### src/design/isrf_regs.svh
`ifndef ISRF_REGS_SVH
`define ISRF_REGS_SVH
// Behaviour
// - A query sends one snapshot record; periodic push resends it on its own handle
// - Every record starts with a four-byte header, then the whole body
// - Body: sample number word, error byte, status byte, analog outputs 0..7
// - Then analog inputs 0..7, output word, input word, pulse long, two signed longs
// - Words go out little-endian, low byte first; longs are four bytes
// - Header bytes 0 and 1 as a word have bit 15 set
// - Header bytes 2 and 3 hold total record length, low byte first
// - Status byte: bit 7 running, bit 2 waiting, bit 1 trace, bit 0 echo
// - Configurable variant: analog input words are signed for bipolar ranges, unsigned for unipolar
// - 12-bit variant: inputs span 0..0x7FF0, outputs 0..0xFFF0
// - Configurable variant: modes 1,2 signed, modes 3,4 unsigned; outputs full range
// - Last two longs carry user variable a, then user variable b
`define ISRF_CTRL_OFS 8'h00
`define ISRF_PERIOD_OFS 8'h04
`define ISRF_GEN_OFS 8'h08
`define ISRF_UVA_OFS 8'h0c
`define ISRF_UVB_OFS 8'h10
`define ISRF_RANGE_OFS 8'h14
`define ISRF_SAMPLE_OFS 8'h18
`define ISRF_COUNT_OFS 8'h1c
`define ISRF_CTRL_QUERY 0
`define ISRF_CTRL_PUSH 1
`define ISRF_CTRL_VAR 2
`define ISRF_GEN_STAT_MASK 8'h87
`define ISRF_PERIOD_RST 32'h000003e8
`define ISRF_RANGE_RST 24'h6db6db
`define ISRF_HDR_WORD 16'h8000
`define ISRF_REC_BYTES 56
`define ISRF_AIN_BIP5 3'd1
`define ISRF_AIN_BIP10 3'd2
`define ISRF_TICK_NS 1000
`define ISRF_CLK_NS 10
`define ISRF_TICK_CYC (`ISRF_TICK_NS / `ISRF_CLK_NS)
`endif

### src/design/isrf_pkg.sv
package isrf_pkg;
	typedef enum logic {ST_IDLE, ST_SEND} isrf_state_t;
endpackage

### src/design/isrf_framer.sv
// Our own choices: the register offsets and the APB interface to the registers.
`include "isrf_regs.svh"
module isrf_framer
	import isrf_pkg::*;
#(
	parameter int DEPTH = 16
) (
	input wire logic CORE_CLK,
	input wire logic SYS_RST,
	input wire logic PSEL,
	input wire logic PENABLE,
	input wire logic PWRITE,
	input wire logic [7:0] PADDR,
	input wire logic [31:0] PWDATA,
	output logic [31:0] PRDATA,
	output logic PREADY,
	output logic PSLVERR,
	input wire logic [127:0] AOUT_CODES,
	input wire logic [127:0] AIN_RAW,
	input wire logic [15:0] DOUT_STATE,
	input wire logic [15:0] DIN_PINS,
	input wire logic [31:0] PULSE_COUNT,
	output logic [7:0] TX_DATA,
	output logic TX_VALID,
	input wire logic TX_READY,
	output logic TX_LAST,
	output logic TX_PERIODIC
);
	localparam int NCH = 8;
	localparam int NB = `ISRF_REC_BYTES;
	localparam logic [5:0] IDX_LAST = 6'(NB - 1);
	localparam logic [15:0] REC_LEN = 16'(NB);
	localparam logic [6:0] TICK_LAST = 7'(`ISRF_TICK_CYC - 1);

	function automatic logic reg_hit(input logic [7:0] a);
		case (a)
			`ISRF_CTRL_OFS, `ISRF_PERIOD_OFS, `ISRF_GEN_OFS, `ISRF_UVA_OFS,
			`ISRF_UVB_OFS, `ISRF_RANGE_OFS, `ISRF_SAMPLE_OFS, `ISRF_COUNT_OFS: begin
				reg_hit = 1'b1;
			end
			default: begin
				reg_hit = 1'b0;
			end
		endcase
	endfunction

	logic [15:0] din_m_r, din_s_r;
	logic push_en_r, push_en_nxt, var_cfg_r, var_cfg_nxt;
	logic qpend_r, qpend_nxt, ppend_r, ppend_nxt;
	logic [31:0] period_r, period_nxt;
	logic [15:0] gen_r, gen_nxt;
	logic [31:0] uva_r, uva_nxt, uvb_r, uvb_nxt;
	logic [23:0] range_r, range_nxt;
	logic [15:0] sample_r, sample_nxt;
	logic [31:0] count_r, count_nxt;
	logic [31:0] prdata_r, prdata_nxt;
	logic [6:0] tick_r, tick_nxt;
	logic [31:0] per_r, per_nxt;
	isrf_state_t state_r, state_nxt;
	logic [5:0] idx_r, idx_nxt;
	logic kind_r, kind_nxt;
	logic [7:0] snap_r [0:NB-1];
	logic [7:0] snap_nxt [0:NB-1];
	logic [127:0] ai_cnt, ao_cnt;
	logic [8*NB-1:0] cap_vec;
	logic wr_en, q_set, p_set, tick, capture, take_q, take_p;
	logic fin_valid, fin_ready, wr_push;
	logic [9:0] fin_data, fout_data;

	// Input pins are asynchronous to the core clock
	always_ff @(posedge CORE_CLK or posedge SYS_RST) begin
		if (SYS_RST) begin
			din_m_r <= 16'h0000;
			din_s_r <= 16'h0000;
		end else begin
			din_m_r <= DIN_PINS;
			din_s_r <= din_m_r;
		end
	end

	genvar g;
	generate
		for (g = 0; g < NCH; g++) begin : g_ch
			isrf_enc u_enc (
				.var_cfg(var_cfg_r),
				.mode(range_r[3*g +: 3]),
				.ain_raw(AIN_RAW[16*g +: 16]),
				.aout_code(AOUT_CODES[16*g +: 16]),
				.ain_cnt(ai_cnt[16*g +: 16]),
				.aout_cnt(ao_cnt[16*g +: 16])
			);
		end
	endgenerate

	// Register bus: zero wait states, read data staged in the setup cycle
	assign PREADY = 1'b1;
	assign PSLVERR = PSEL & PENABLE & ~reg_hit(PADDR);
	assign PRDATA = prdata_r;
	assign wr_en = PSEL & PENABLE & PWRITE & reg_hit(PADDR);
	assign q_set = wr_en && PADDR == `ISRF_CTRL_OFS && PWDATA[`ISRF_CTRL_QUERY];

	always_comb begin
		push_en_nxt = push_en_r;
		var_cfg_nxt = var_cfg_r;
		period_nxt = period_r;
		gen_nxt = gen_r;
		uva_nxt = uva_r;
		uvb_nxt = uvb_r;
		range_nxt = range_r;
		prdata_nxt = prdata_r;
		if (wr_en) begin
			case (PADDR)
				`ISRF_CTRL_OFS: begin
					push_en_nxt = PWDATA[`ISRF_CTRL_PUSH];
					var_cfg_nxt = PWDATA[`ISRF_CTRL_VAR];
				end
				`ISRF_PERIOD_OFS: begin
					period_nxt = PWDATA;
				end
				`ISRF_GEN_OFS: begin
					// Undefined status bits stay zero
					gen_nxt = {PWDATA[15:8] & `ISRF_GEN_STAT_MASK, PWDATA[7:0]};
				end
				`ISRF_UVA_OFS: begin
					uva_nxt = PWDATA;
				end
				`ISRF_UVB_OFS: begin
					uvb_nxt = PWDATA;
				end
				`ISRF_RANGE_OFS: begin
					range_nxt = PWDATA[23:0];
				end
				default: begin
				end
			endcase
		end
		if (PSEL && !PENABLE) begin
			case (PADDR)
				`ISRF_CTRL_OFS: begin
					prdata_nxt = {22'h0, qpend_r, state_r == ST_SEND, 5'h0, var_cfg_r, push_en_r, 1'b0};
				end
				`ISRF_PERIOD_OFS: begin
					prdata_nxt = period_r;
				end
				`ISRF_GEN_OFS: begin
					prdata_nxt = {16'h0, gen_r};
				end
				`ISRF_UVA_OFS: begin
					prdata_nxt = uva_r;
				end
				`ISRF_UVB_OFS: begin
					prdata_nxt = uvb_r;
				end
				`ISRF_RANGE_OFS: begin
					prdata_nxt = {8'h0, range_r};
				end
				`ISRF_SAMPLE_OFS: begin
					prdata_nxt = {16'h0, sample_r};
				end
				`ISRF_COUNT_OFS: begin
					prdata_nxt = count_r;
				end
				default: begin
					prdata_nxt = 32'h0;
				end
			endcase
		end
	end

	// Microsecond tick, then the push period counted in ticks
	assign tick = tick_r == TICK_LAST;

	always_comb begin
		tick_nxt = tick ? 7'h00 : tick_r + 7'h01;
		per_nxt = per_r;
		p_set = 1'b0;
		if (!push_en_r) begin
			per_nxt = 32'h0;
		end else if (tick) begin
			// A zero period behaves as one tick
			if (per_r + 32'h1 >= period_r) begin
				per_nxt = 32'h0;
				p_set = 1'b1;
			end else begin
				per_nxt = per_r + 32'h1;
			end
		end
	end

	// Queries win over periodic pushes when both wait
	assign capture = state_r == ST_IDLE && (qpend_r || ppend_r);
	assign take_q = capture & qpend_r;
	assign take_p = capture & ~qpend_r;

	always_comb begin
		// A request arriving as its flag is consumed is kept
		qpend_nxt = q_set | (qpend_r & ~take_q);
		ppend_nxt = p_set | (ppend_r & ~take_p);
	end

	// Whole record frozen in one cycle so fields agree
	assign cap_vec = {uvb_r, uva_r, PULSE_COUNT, din_s_r, DOUT_STATE, ai_cnt, ao_cnt,
		gen_r[15:8], gen_r[7:0], sample_r + 16'h1, REC_LEN, `ISRF_HDR_WORD};

	always_comb begin
		sample_nxt = sample_r;
		for (int i = 0; i < NB; i++) begin
			snap_nxt[i] = snap_r[i];
		end
		if (capture) begin
			sample_nxt = sample_r + 16'h1;
			for (int i = 0; i < NB; i++) begin
				snap_nxt[i] = cap_vec[8*i +: 8];
			end
		end
	end

	// Serialiser feeds the FIFO and stalls when it is full
	assign fin_valid = state_r == ST_SEND;
	assign fin_data = {kind_r, idx_r == IDX_LAST, snap_r[idx_r]};
	assign wr_push = fin_valid & fin_ready;

	always_comb begin
		state_nxt = state_r;
		idx_nxt = idx_r;
		kind_nxt = kind_r;
		count_nxt = count_r;
		case (state_r)
			ST_IDLE: begin
				if (capture) begin
					state_nxt = ST_SEND;
					idx_nxt = 6'h00;
					kind_nxt = ~qpend_r;
				end
			end
			ST_SEND: begin
				if (wr_push) begin
					if (idx_r == IDX_LAST) begin
						state_nxt = ST_IDLE;
						count_nxt = count_r + 32'h1;
					end else begin
						idx_nxt = idx_r + 6'h01;
					end
				end
			end
			default: begin
				state_nxt = ST_IDLE;
			end
		endcase
	end

	always_ff @(posedge CORE_CLK or posedge SYS_RST) begin
		if (SYS_RST) begin
			push_en_r <= 1'b0;
			var_cfg_r <= 1'b1;
			qpend_r <= 1'b0;
			ppend_r <= 1'b0;
			period_r <= `ISRF_PERIOD_RST;
			gen_r <= 16'h0000;
			uva_r <= 32'h0;
			uvb_r <= 32'h0;
			range_r <= `ISRF_RANGE_RST;
			sample_r <= 16'h0000;
			count_r <= 32'h0;
			prdata_r <= 32'h0;
			tick_r <= 7'h00;
			per_r <= 32'h0;
			state_r <= ST_IDLE;
			idx_r <= 6'h00;
			kind_r <= 1'b0;
			for (int i = 0; i < NB; i++) begin
				snap_r[i] <= 8'h00;
			end
		end else begin
			push_en_r <= push_en_nxt;
			var_cfg_r <= var_cfg_nxt;
			qpend_r <= qpend_nxt;
			ppend_r <= ppend_nxt;
			period_r <= period_nxt;
			gen_r <= gen_nxt;
			uva_r <= uva_nxt;
			uvb_r <= uvb_nxt;
			range_r <= range_nxt;
			sample_r <= sample_nxt;
			count_r <= count_nxt;
			prdata_r <= prdata_nxt;
			tick_r <= tick_nxt;
			per_r <= per_nxt;
			state_r <= state_nxt;
			idx_r <= idx_nxt;
			kind_r <= kind_nxt;
			for (int i = 0; i < NB; i++) begin
				snap_r[i] <= snap_nxt[i];
			end
		end
	end

	isrf_fifo #(
		.DW(10),
		.DEPTH(DEPTH)
	) u_fifo (
		.clk(CORE_CLK),
		.rst(SYS_RST),
		.in_valid(fin_valid),
		.in_ready(fin_ready),
		.in_data(fin_data),
		.out_valid(TX_VALID),
		.out_ready(TX_READY),
		.out_data(fout_data)
	);

	assign TX_DATA = fout_data[7:0];
	assign TX_LAST = fout_data[8];
	assign TX_PERIODIC = fout_data[9];
endmodule // isrf_framer

### src/design/isrf_enc.sv
`include "isrf_regs.svh"
module isrf_enc (
	input wire logic var_cfg,
	input wire logic [2:0] mode,
	input wire logic [15:0] ain_raw,
	input wire logic [15:0] aout_code,
	output logic [15:0] ain_cnt,
	output logic [15:0] aout_cnt
);
	always_comb begin
		if (!var_cfg) begin
			// All input modes scale alike on this variant
			ain_cnt = {1'b0, ain_raw[11:1], 4'h0};
			aout_cnt = {aout_code[11:0], 4'h0};
		end else begin
			aout_cnt = aout_code;
			case (mode)
				`ISRF_AIN_BIP5, `ISRF_AIN_BIP10: begin
					// Converter gives offset binary; flip the top bit
					ain_cnt = ain_raw ^ 16'h8000;
				end
				default: begin
					ain_cnt = ain_raw;
				end
			endcase
		end
	end
endmodule // isrf_enc

### src/design/isrf_fifo.sv
module isrf_fifo #(
	parameter int DW = 10,
	parameter int DEPTH = 16
) (
	input wire logic clk,
	input wire logic rst,
	input wire logic in_valid,
	output logic in_ready,
	input wire logic [DW-1:0] in_data,
	output logic out_valid,
	input wire logic out_ready,
	output logic [DW-1:0] out_data
);
	localparam int AW = $clog2(DEPTH);
	logic [DW-1:0] mem_r [0:DEPTH-1];
	logic [AW:0] wp_r, wp_nxt, rp_r, rp_nxt;
	logic push, pop;

	assign in_ready = (wp_r - rp_r) != (AW+1)'(DEPTH);
	assign out_valid = wp_r != rp_r;
	assign out_data = mem_r[rp_r[AW-1:0]];
	assign push = in_valid & in_ready;
	assign pop = out_valid & out_ready;

	always_comb begin
		wp_nxt = push ? wp_r + 1'b1 : wp_r;
		rp_nxt = pop ? rp_r + 1'b1 : rp_r;
	end

	always_ff @(posedge clk or posedge rst) begin
		if (rst) begin
			wp_r <= '0;
			rp_r <= '0;
		end else begin
			wp_r <= wp_nxt;
			rp_r <= rp_nxt;
		end
	end

	// Storage needs no reset; only words behind the pointers are read
	always_ff @(posedge clk) begin
		if (push) begin
			mem_r[wp_r[AW-1:0]] <= in_data;
		end
	end
endmodule // isrf_fifo

### config.mk
export PLATFORM = sky130hd
export DESIGN_NAME = isrf_framer
export DESIGN_NICKNAME = d
export VERILOG_FILES = /design/src/design/isrf_pkg.sv /design/src/design/isrf_framer.sv /design/src/design/isrf_enc.sv /design/src/design/isrf_fifo.sv
export VERILOG_INCLUDE_DIRS = /design/src /design/src/design
export SDC_FILE = /design/constraint.sdc
export NUM_CORES = 2
export LEC_CHECK = 0
export BUFFER_PORTS_ARGS = -buffer_cell sky130_fd_sc_hd__buf_2
export CORE_MARGIN = 8
export CORE_UTILIZATION = 40
export CTS_CLUSTER_DIAMETER = 120
export CTS_CLUSTER_SIZE = 8
export DETAILED_ROUTE_END_ITERATION = 10
export PLACE_DENSITY_LB_ADDON = 0.08
export SYNTH_ARGS = -nofsm -noshare
export SYNTH_HDL_FRONTEND = slang
export SYNTH_SLANG_ARGS = --single-unit
export TNS_END_PERCENT = 10
### constraint.sdc
create_clock -name CORE_CLK -period 33.2 [get_ports CORE_CLK]
set_input_delay 4.98 -clock CORE_CLK [delete_from_list [all_inputs] [get_ports CORE_CLK]]
set_output_delay 4.98 -clock CORE_CLK [all_outputs]
set_load 0.01 [all_outputs]
Word-level counts from Yosys, hierarchy flattened
Memories as Yosys holds them, arrays and structs flattened.
Cells that the tools add are included.
{ "totals": {"reg_bits": 719, "mem_bits_rw": 160, "mem_bits_ro": 64, "elab_cells": 217, "n_memories": 3} }
{ "classes": {"add_sub_neg": 8, "magnitude_cmp": 2, "eq_ne": 31, "muxes": 47, "bitwise_logic": 26, "reduce_logical": 25} }
{ "memory_table": {"columns": ["name", "depth", "word_bits", "rd", "rd_ports_with_merged_regs", "write_ports", "line", "source"], "rows": [
  ["u_fifo.mem_r", 16, 10, 1, 0, 1, "isrf_fifo.sv:15", "logic [DW-1:0] mem_r [0:DEPTH-1];"],
  ["(name not given)", 32, 1, 1, 0, 0, "isrf_framer.sv:36", "case (a)"],
  ["(name not given)", 32, 1, 1, 0, 0, "isrf_framer.sv:36", null]
]} }
{ "ops": {"columns": ["op", "n"], "rows": [
  ["two-way mux 16 bit", 24],
  ["one-hot mux 32 bit (8 select lines)", 1],
  ["two-way mux 32 bit", 3],
  ["adder 32 x 1 -> 32 bit, second input constant", 2],
  ["binary-select mux 8 bit (select 6 bit)", 1],
  ["equality test 8 x 5 -> 1 bit, second input constant", 4],
  [">= comparator 32 bit", 1],
  ["equality test 3 x 1 -> 1 bit, second input constant", 8],
  ["equality test 3 x 2 -> 1 bit, second input constant", 8],
  ["two-way mux 6 bit", 3],
  ["adder 16 x 1 -> 16 bit, second input constant", 1],
  ["equality test 8 x 4 -> 1 bit, second input constant", 2],
  ["two-way mux 8 bit", 2],
  ["OR reduction 2 bit", 8],
  ["AND reduction 2 bit", 7],
  ["inverter 1 bit", 13],
  ["one-hot mux 6 bit (2 select lines)", 1],
  ["adder 5 x 1 -> 5 bit, second input constant", 2],
  ["bitwise AND 1 bit", 10],
  ["two-way mux 1 bit", 10],
  ["equality test 8 x 3 -> 1 bit, second input constant", 1],
  ["zero test 8 bit", 1],
  ["adder 7 x 1 -> 7 bit, second input constant", 1],
  ["equality test 7 bit, second input constant", 1],
  ["17 further kinds", 24]
]} }

Depth between registers and ports, before layout
{ "depth": {"depth_word": 6, "depth_mapped": 17} }

Hierarchy
From an unflattened synthesis, not the netlist that was laid out.
{ "hier_totals": {"hier_cells": 3834, "area_unflattened_um2": 41954.0} }
{ "by_module_without_submodules": {"columns": ["mod", "instances", "cells_per_inst", "area_per_inst_um2", "seq_area_each_um2"], "rows": [
  ["isrf_framer", 1, 3145, 32044.5, 17345.4],
  ["isrf_fifo", 1, 385, 7056.8, 5054.8],
  ["isrf_enc", 8, 38, 356.6, 0.0]
]} }

Worst setup path before layout
No wires, ideal clock.
{ "synth_timing": {"kind": "in2out", "startpoint": "in PADDR[5]", "endpoint": "out PSLVERR", "t_arrival_ns": 5.667, "required_ns": 28.220, "slack_ns": 22.553, "cell_stages": 3, "n_path_buf": 0, "cell_sequence": "nor3_2 nand2_1 and3_1"} }
{ "synth_via": {"elab_chain_cells": 4} }
{ "synth_lines": {"columns": ["element", "line", "source"], "rows": [
  ["from (decl)", "isrf_framer.sv:13", "input wire logic [7:0] PADDR,"],
  ["zero test 3 bit", "isrf_framer.sv:36", null],
  ["two-way mux 1 bit", "isrf_framer.sv:36", null],
  ["inverter 1 bit", "isrf_framer.sv:97", "assign PSLVERR = PSEL & PENABLE & ~reg_hit(PADDR);"],
  ["bitwise AND 1 bit", "isrf_framer.sv:97", null],
  ["to (decl)", "isrf_framer.sv:17", "output logic PSLVERR,"]
]} }
Every way passes these cells.

Worst setup path after layout
Same ends and word-level chain as after synthesis.

==> metrics <==
io pins=411; status=finished clean; routability cong.=0.8266; Pre-antenna DRT Iters=6; cell accounting for the most synthesized area=dfrtp_1; # resized after CTS=0; power per cell area=51.19 nW/um^2; Synth top area share=42.19%; layout cells sized above 1=24.55%; Switch Pwr=0.5714 mW; Rows=116; Final Util=46.82%; Min-Delay Path Class=flop to flop; first-pass GRT wire length=193200 um; Max transition margin=18.73%; CP delay by family, top=simple AND/OR/NAND/NOR gates; initial antenna violation count=11; final wirelength=127700 um; CTS tree=built; # fillers=9325; clock share of power=46.5%; number of synthesized register bits=862; total CTS buffers=around 120; largest fanout on the critical path=8; maximum clock insertion buffer count=3; area delta synth->final=16.25%; pre-CTS setup slack=22.19 ns; VDD IR max=0.03906 mV; count of final setup violators=0; R2R setup slack=approximately 28 ns; CP peak stage delay=0.39 ns; synth unique cells=73; crit-path cells=buf_2 > nor3_2 > nand2_1 > and3_1 > buf_2; final worst slack=approximately 22 ns; largest net degree at the start of global routing=236; GRT overflow=0; Final #Nets=4236; post-layout min period=approximately 11 ns; Post-synth EDFFs=between 150 and 200; setup TNS=0 ns; Post-synth ARST share=81.44%; post-DP HPWL=89070 um; Least-Margin Pin Slew=approximately 1.2 ns; crit path DAT=roughly 6.0 ns; CTS sink cnt=862; Post-synth top flop=dfrtp_1; register area share after synthesis=55.62%; Net Count, Synth=just under 4000; Die Wd=between 300 and 400 um; via count=28220; crit share post-route=between 30 and 40%; CTS Hold Bufs=0; combinational share of power=7.4%; Area contributors post-synth=dfrtp_1 (42%), edfxtp_1 (12%), mux4_2 (9.3%); ANT nets after route=0; H-tree levels=3; Initial Util=40.27%; die area=111100 um^2; Max Cap Viol=0; synthesized area per cell=11.59 um^2; WS Path Type=input pin to primary output; required time worst endpoint=28.22 ns; vias in the first global route=29170; Worst Setup End Kind=primary output; Routed WL per cell=24.59 um; Max Transition Viols Final=0; Die Y=approximately 330 um; Gate Count Post-Synth=3474; DR vias/cell=5.436; f_max=90.86 MHz; total track usage=22.72%; Post-CTS Setup Repair Bufs=0; YS warnings=0; unrepaired setup endpoints after global routing=no; Residual DRC=0; Worst setup SP type=input pin; Leakage=19.71 nW; Reg power frac=46.1%; Pint=1.825 mW; CTS Root Cell=clkbuf_16; DRT iter0 DRCs=2407; Cell Area, Synth=approximately 40000 um^2; Switching Share=23.84%; Crit-path slowest cell=nor3_2; Clock Latency Late Sink=0.69 ns; clock-pin slew of the registers on the worst-case setup and hold paths=0.05 ns; CP most frequent cell=buf_2; CP bufs+invs=2; Hold Vio Cnt, Final=0; Clock Skew=roughly 0.024 ns; port buffer count=just over 400; Core Region=100000 um^2; Overall Power=2.397 mW
power by group through the flow:
stage / logic, mW / registers [mW] / clock network, mW
5_1_grt: 0.193 / 1.11 / 1.19
3_3_place_gp: 0.181 / 1.12 / 0
2_1_floorplan: 0.110 / 1.11 / 0
6_report: 0.176 / 1.11 / 1.12
4_1_cts: 0.183 / 1.11 / 1.15
3_5_place_dp: 0.182 / 1.12 / 0
cells in the final DEF, fill, tap and decap left out, types with 121 or more instances in the layout:
cell type	netlist	layout
dfrtp_1	679	674
nand3_1	131	131
mux2i_1	205	205
mux4_2	166	166
clkbuf_16	0	121
nand2_1	871	871
o21ai_0	236	231
mux2_2	141	141
edfxtp_1	160	160
buf_2	27	409
stage by stage:
stage          hold slack (ns)  cells  area (um^2)
2_1_floorplan           0.3312   3474        40270
4_1_cts                 0.3448   5188        46810
3_5_place_dp            0.3347   5003        43510
5_1_grt                 0.3487   5190        46810
3_3_place_gp            0.3314   5003        43510
6_report                0.3415   5192        46820
Yosys cell counts (all sizes together), types with 44 or more instances:
cell type  instances
nand3            134
clkbuf           163
xnor2             68
mux2i            205
o21ai            236
inv               44
dfrtp            679
ha                46
buf               69
nor2              87
mux4             166
edfxtp           160
mux2             143
nand2            871
per-layer routing:
layer,GRT usage [%],vias to the layer above,wire (um)
met5,0,-,7
met4,5.646,2,2708
met3,3.763,165,6370
met2,36.93,720,60910
met1,31.81,14260,57670
li1,-,13070,-
final cells by class:
class | instances | area, um^2 | area share [%]
Sequential cell | 862 | 22420 | 47.88
Clock buffer | 182 | 3267 | 6.978
Multi-Input combinational cell | 2333 | 16790 | 35.86
Antenna cell | 4 | 10.01 | 0.02138
Timing Repair Buffer | 464 | 2497 | 5.334
Inverter | 46 | 180.2 | 0.3848
Clock inverter | 3 | 37.54 | 0.08017
Tap cell | 1298 | 1624 | 3.469
sequential cells by signal, summed over array words and instances, names as in the netlist, 5 cells and up:
register	cells
snap_r	397
u_fifo.mem_r	160
PRDATA	32
count_r	32
per_r	32
period_r	32
uva_r	32
uvb_r	32
range_r	24
din_m_r	16
din_s_r	16
sample_r	16
gen_r	12
tick_r	7
idx_r	6
u_fifo.rp_r	5
u_fifo.wp_r	5
worst register-to-register path, cell delays in order (launching register included):
cell	delay [ns]
dfrtp_1	0.43
ha_1	0.28
nand3_2	0.13
or2_0	0.42
nor4_1	0.61
and3_1	0.27
xor2_1	0.28
ha_1	0.32
a21oi_1	0.15
nand2_1	0.06
a221oi_1	0.28
o21ai_0	0.20
a21oi_4	0.14
buf_4	0.41
or4b_1	0.50
a31oi_1	0.17
kinds of logic after synthesis:
| group | synth area share, % |
|---|---|
| adder cells (fa/ha/maj) | 1.429 |
| multiplexers | 18.38 |
| other | 0.009311 |
| XOR/XNOR | 2.352 |
| AND/OR/NAND/NOR | 12.98 |
| AO/OA/AOI/OAI | 6.394 |
| flip-flops | 55.62 |
| buffers and inverters | 2.840 |
path summary, 6_finish.rpt:
path	from	endpoint	cells past startpoint
worst max-delay path	PADDR[5]	PSLVERR	5
worst min-delay path	din_m_r[3]$_DFF_PP0_	din_s_r[3]$_DFF_PP0_	0
worst max register to register	per_r[0]$_DFFE_PP0P_	per_r[16]$_DFFE_PP0P_	15
worst min register to register	din_m_r[3]$_DFF_PP0_	din_s_r[3]$_DFF_PP0_	0
max in group asynchronous	SYS_RST	tick_r[0]$_DFF_PP0_	6
min in group asynchronous	SYS_RST	snap_r[262]$_DFFE_PP0P_	2
Note: power is estimated with default switching activity, not from simulation.
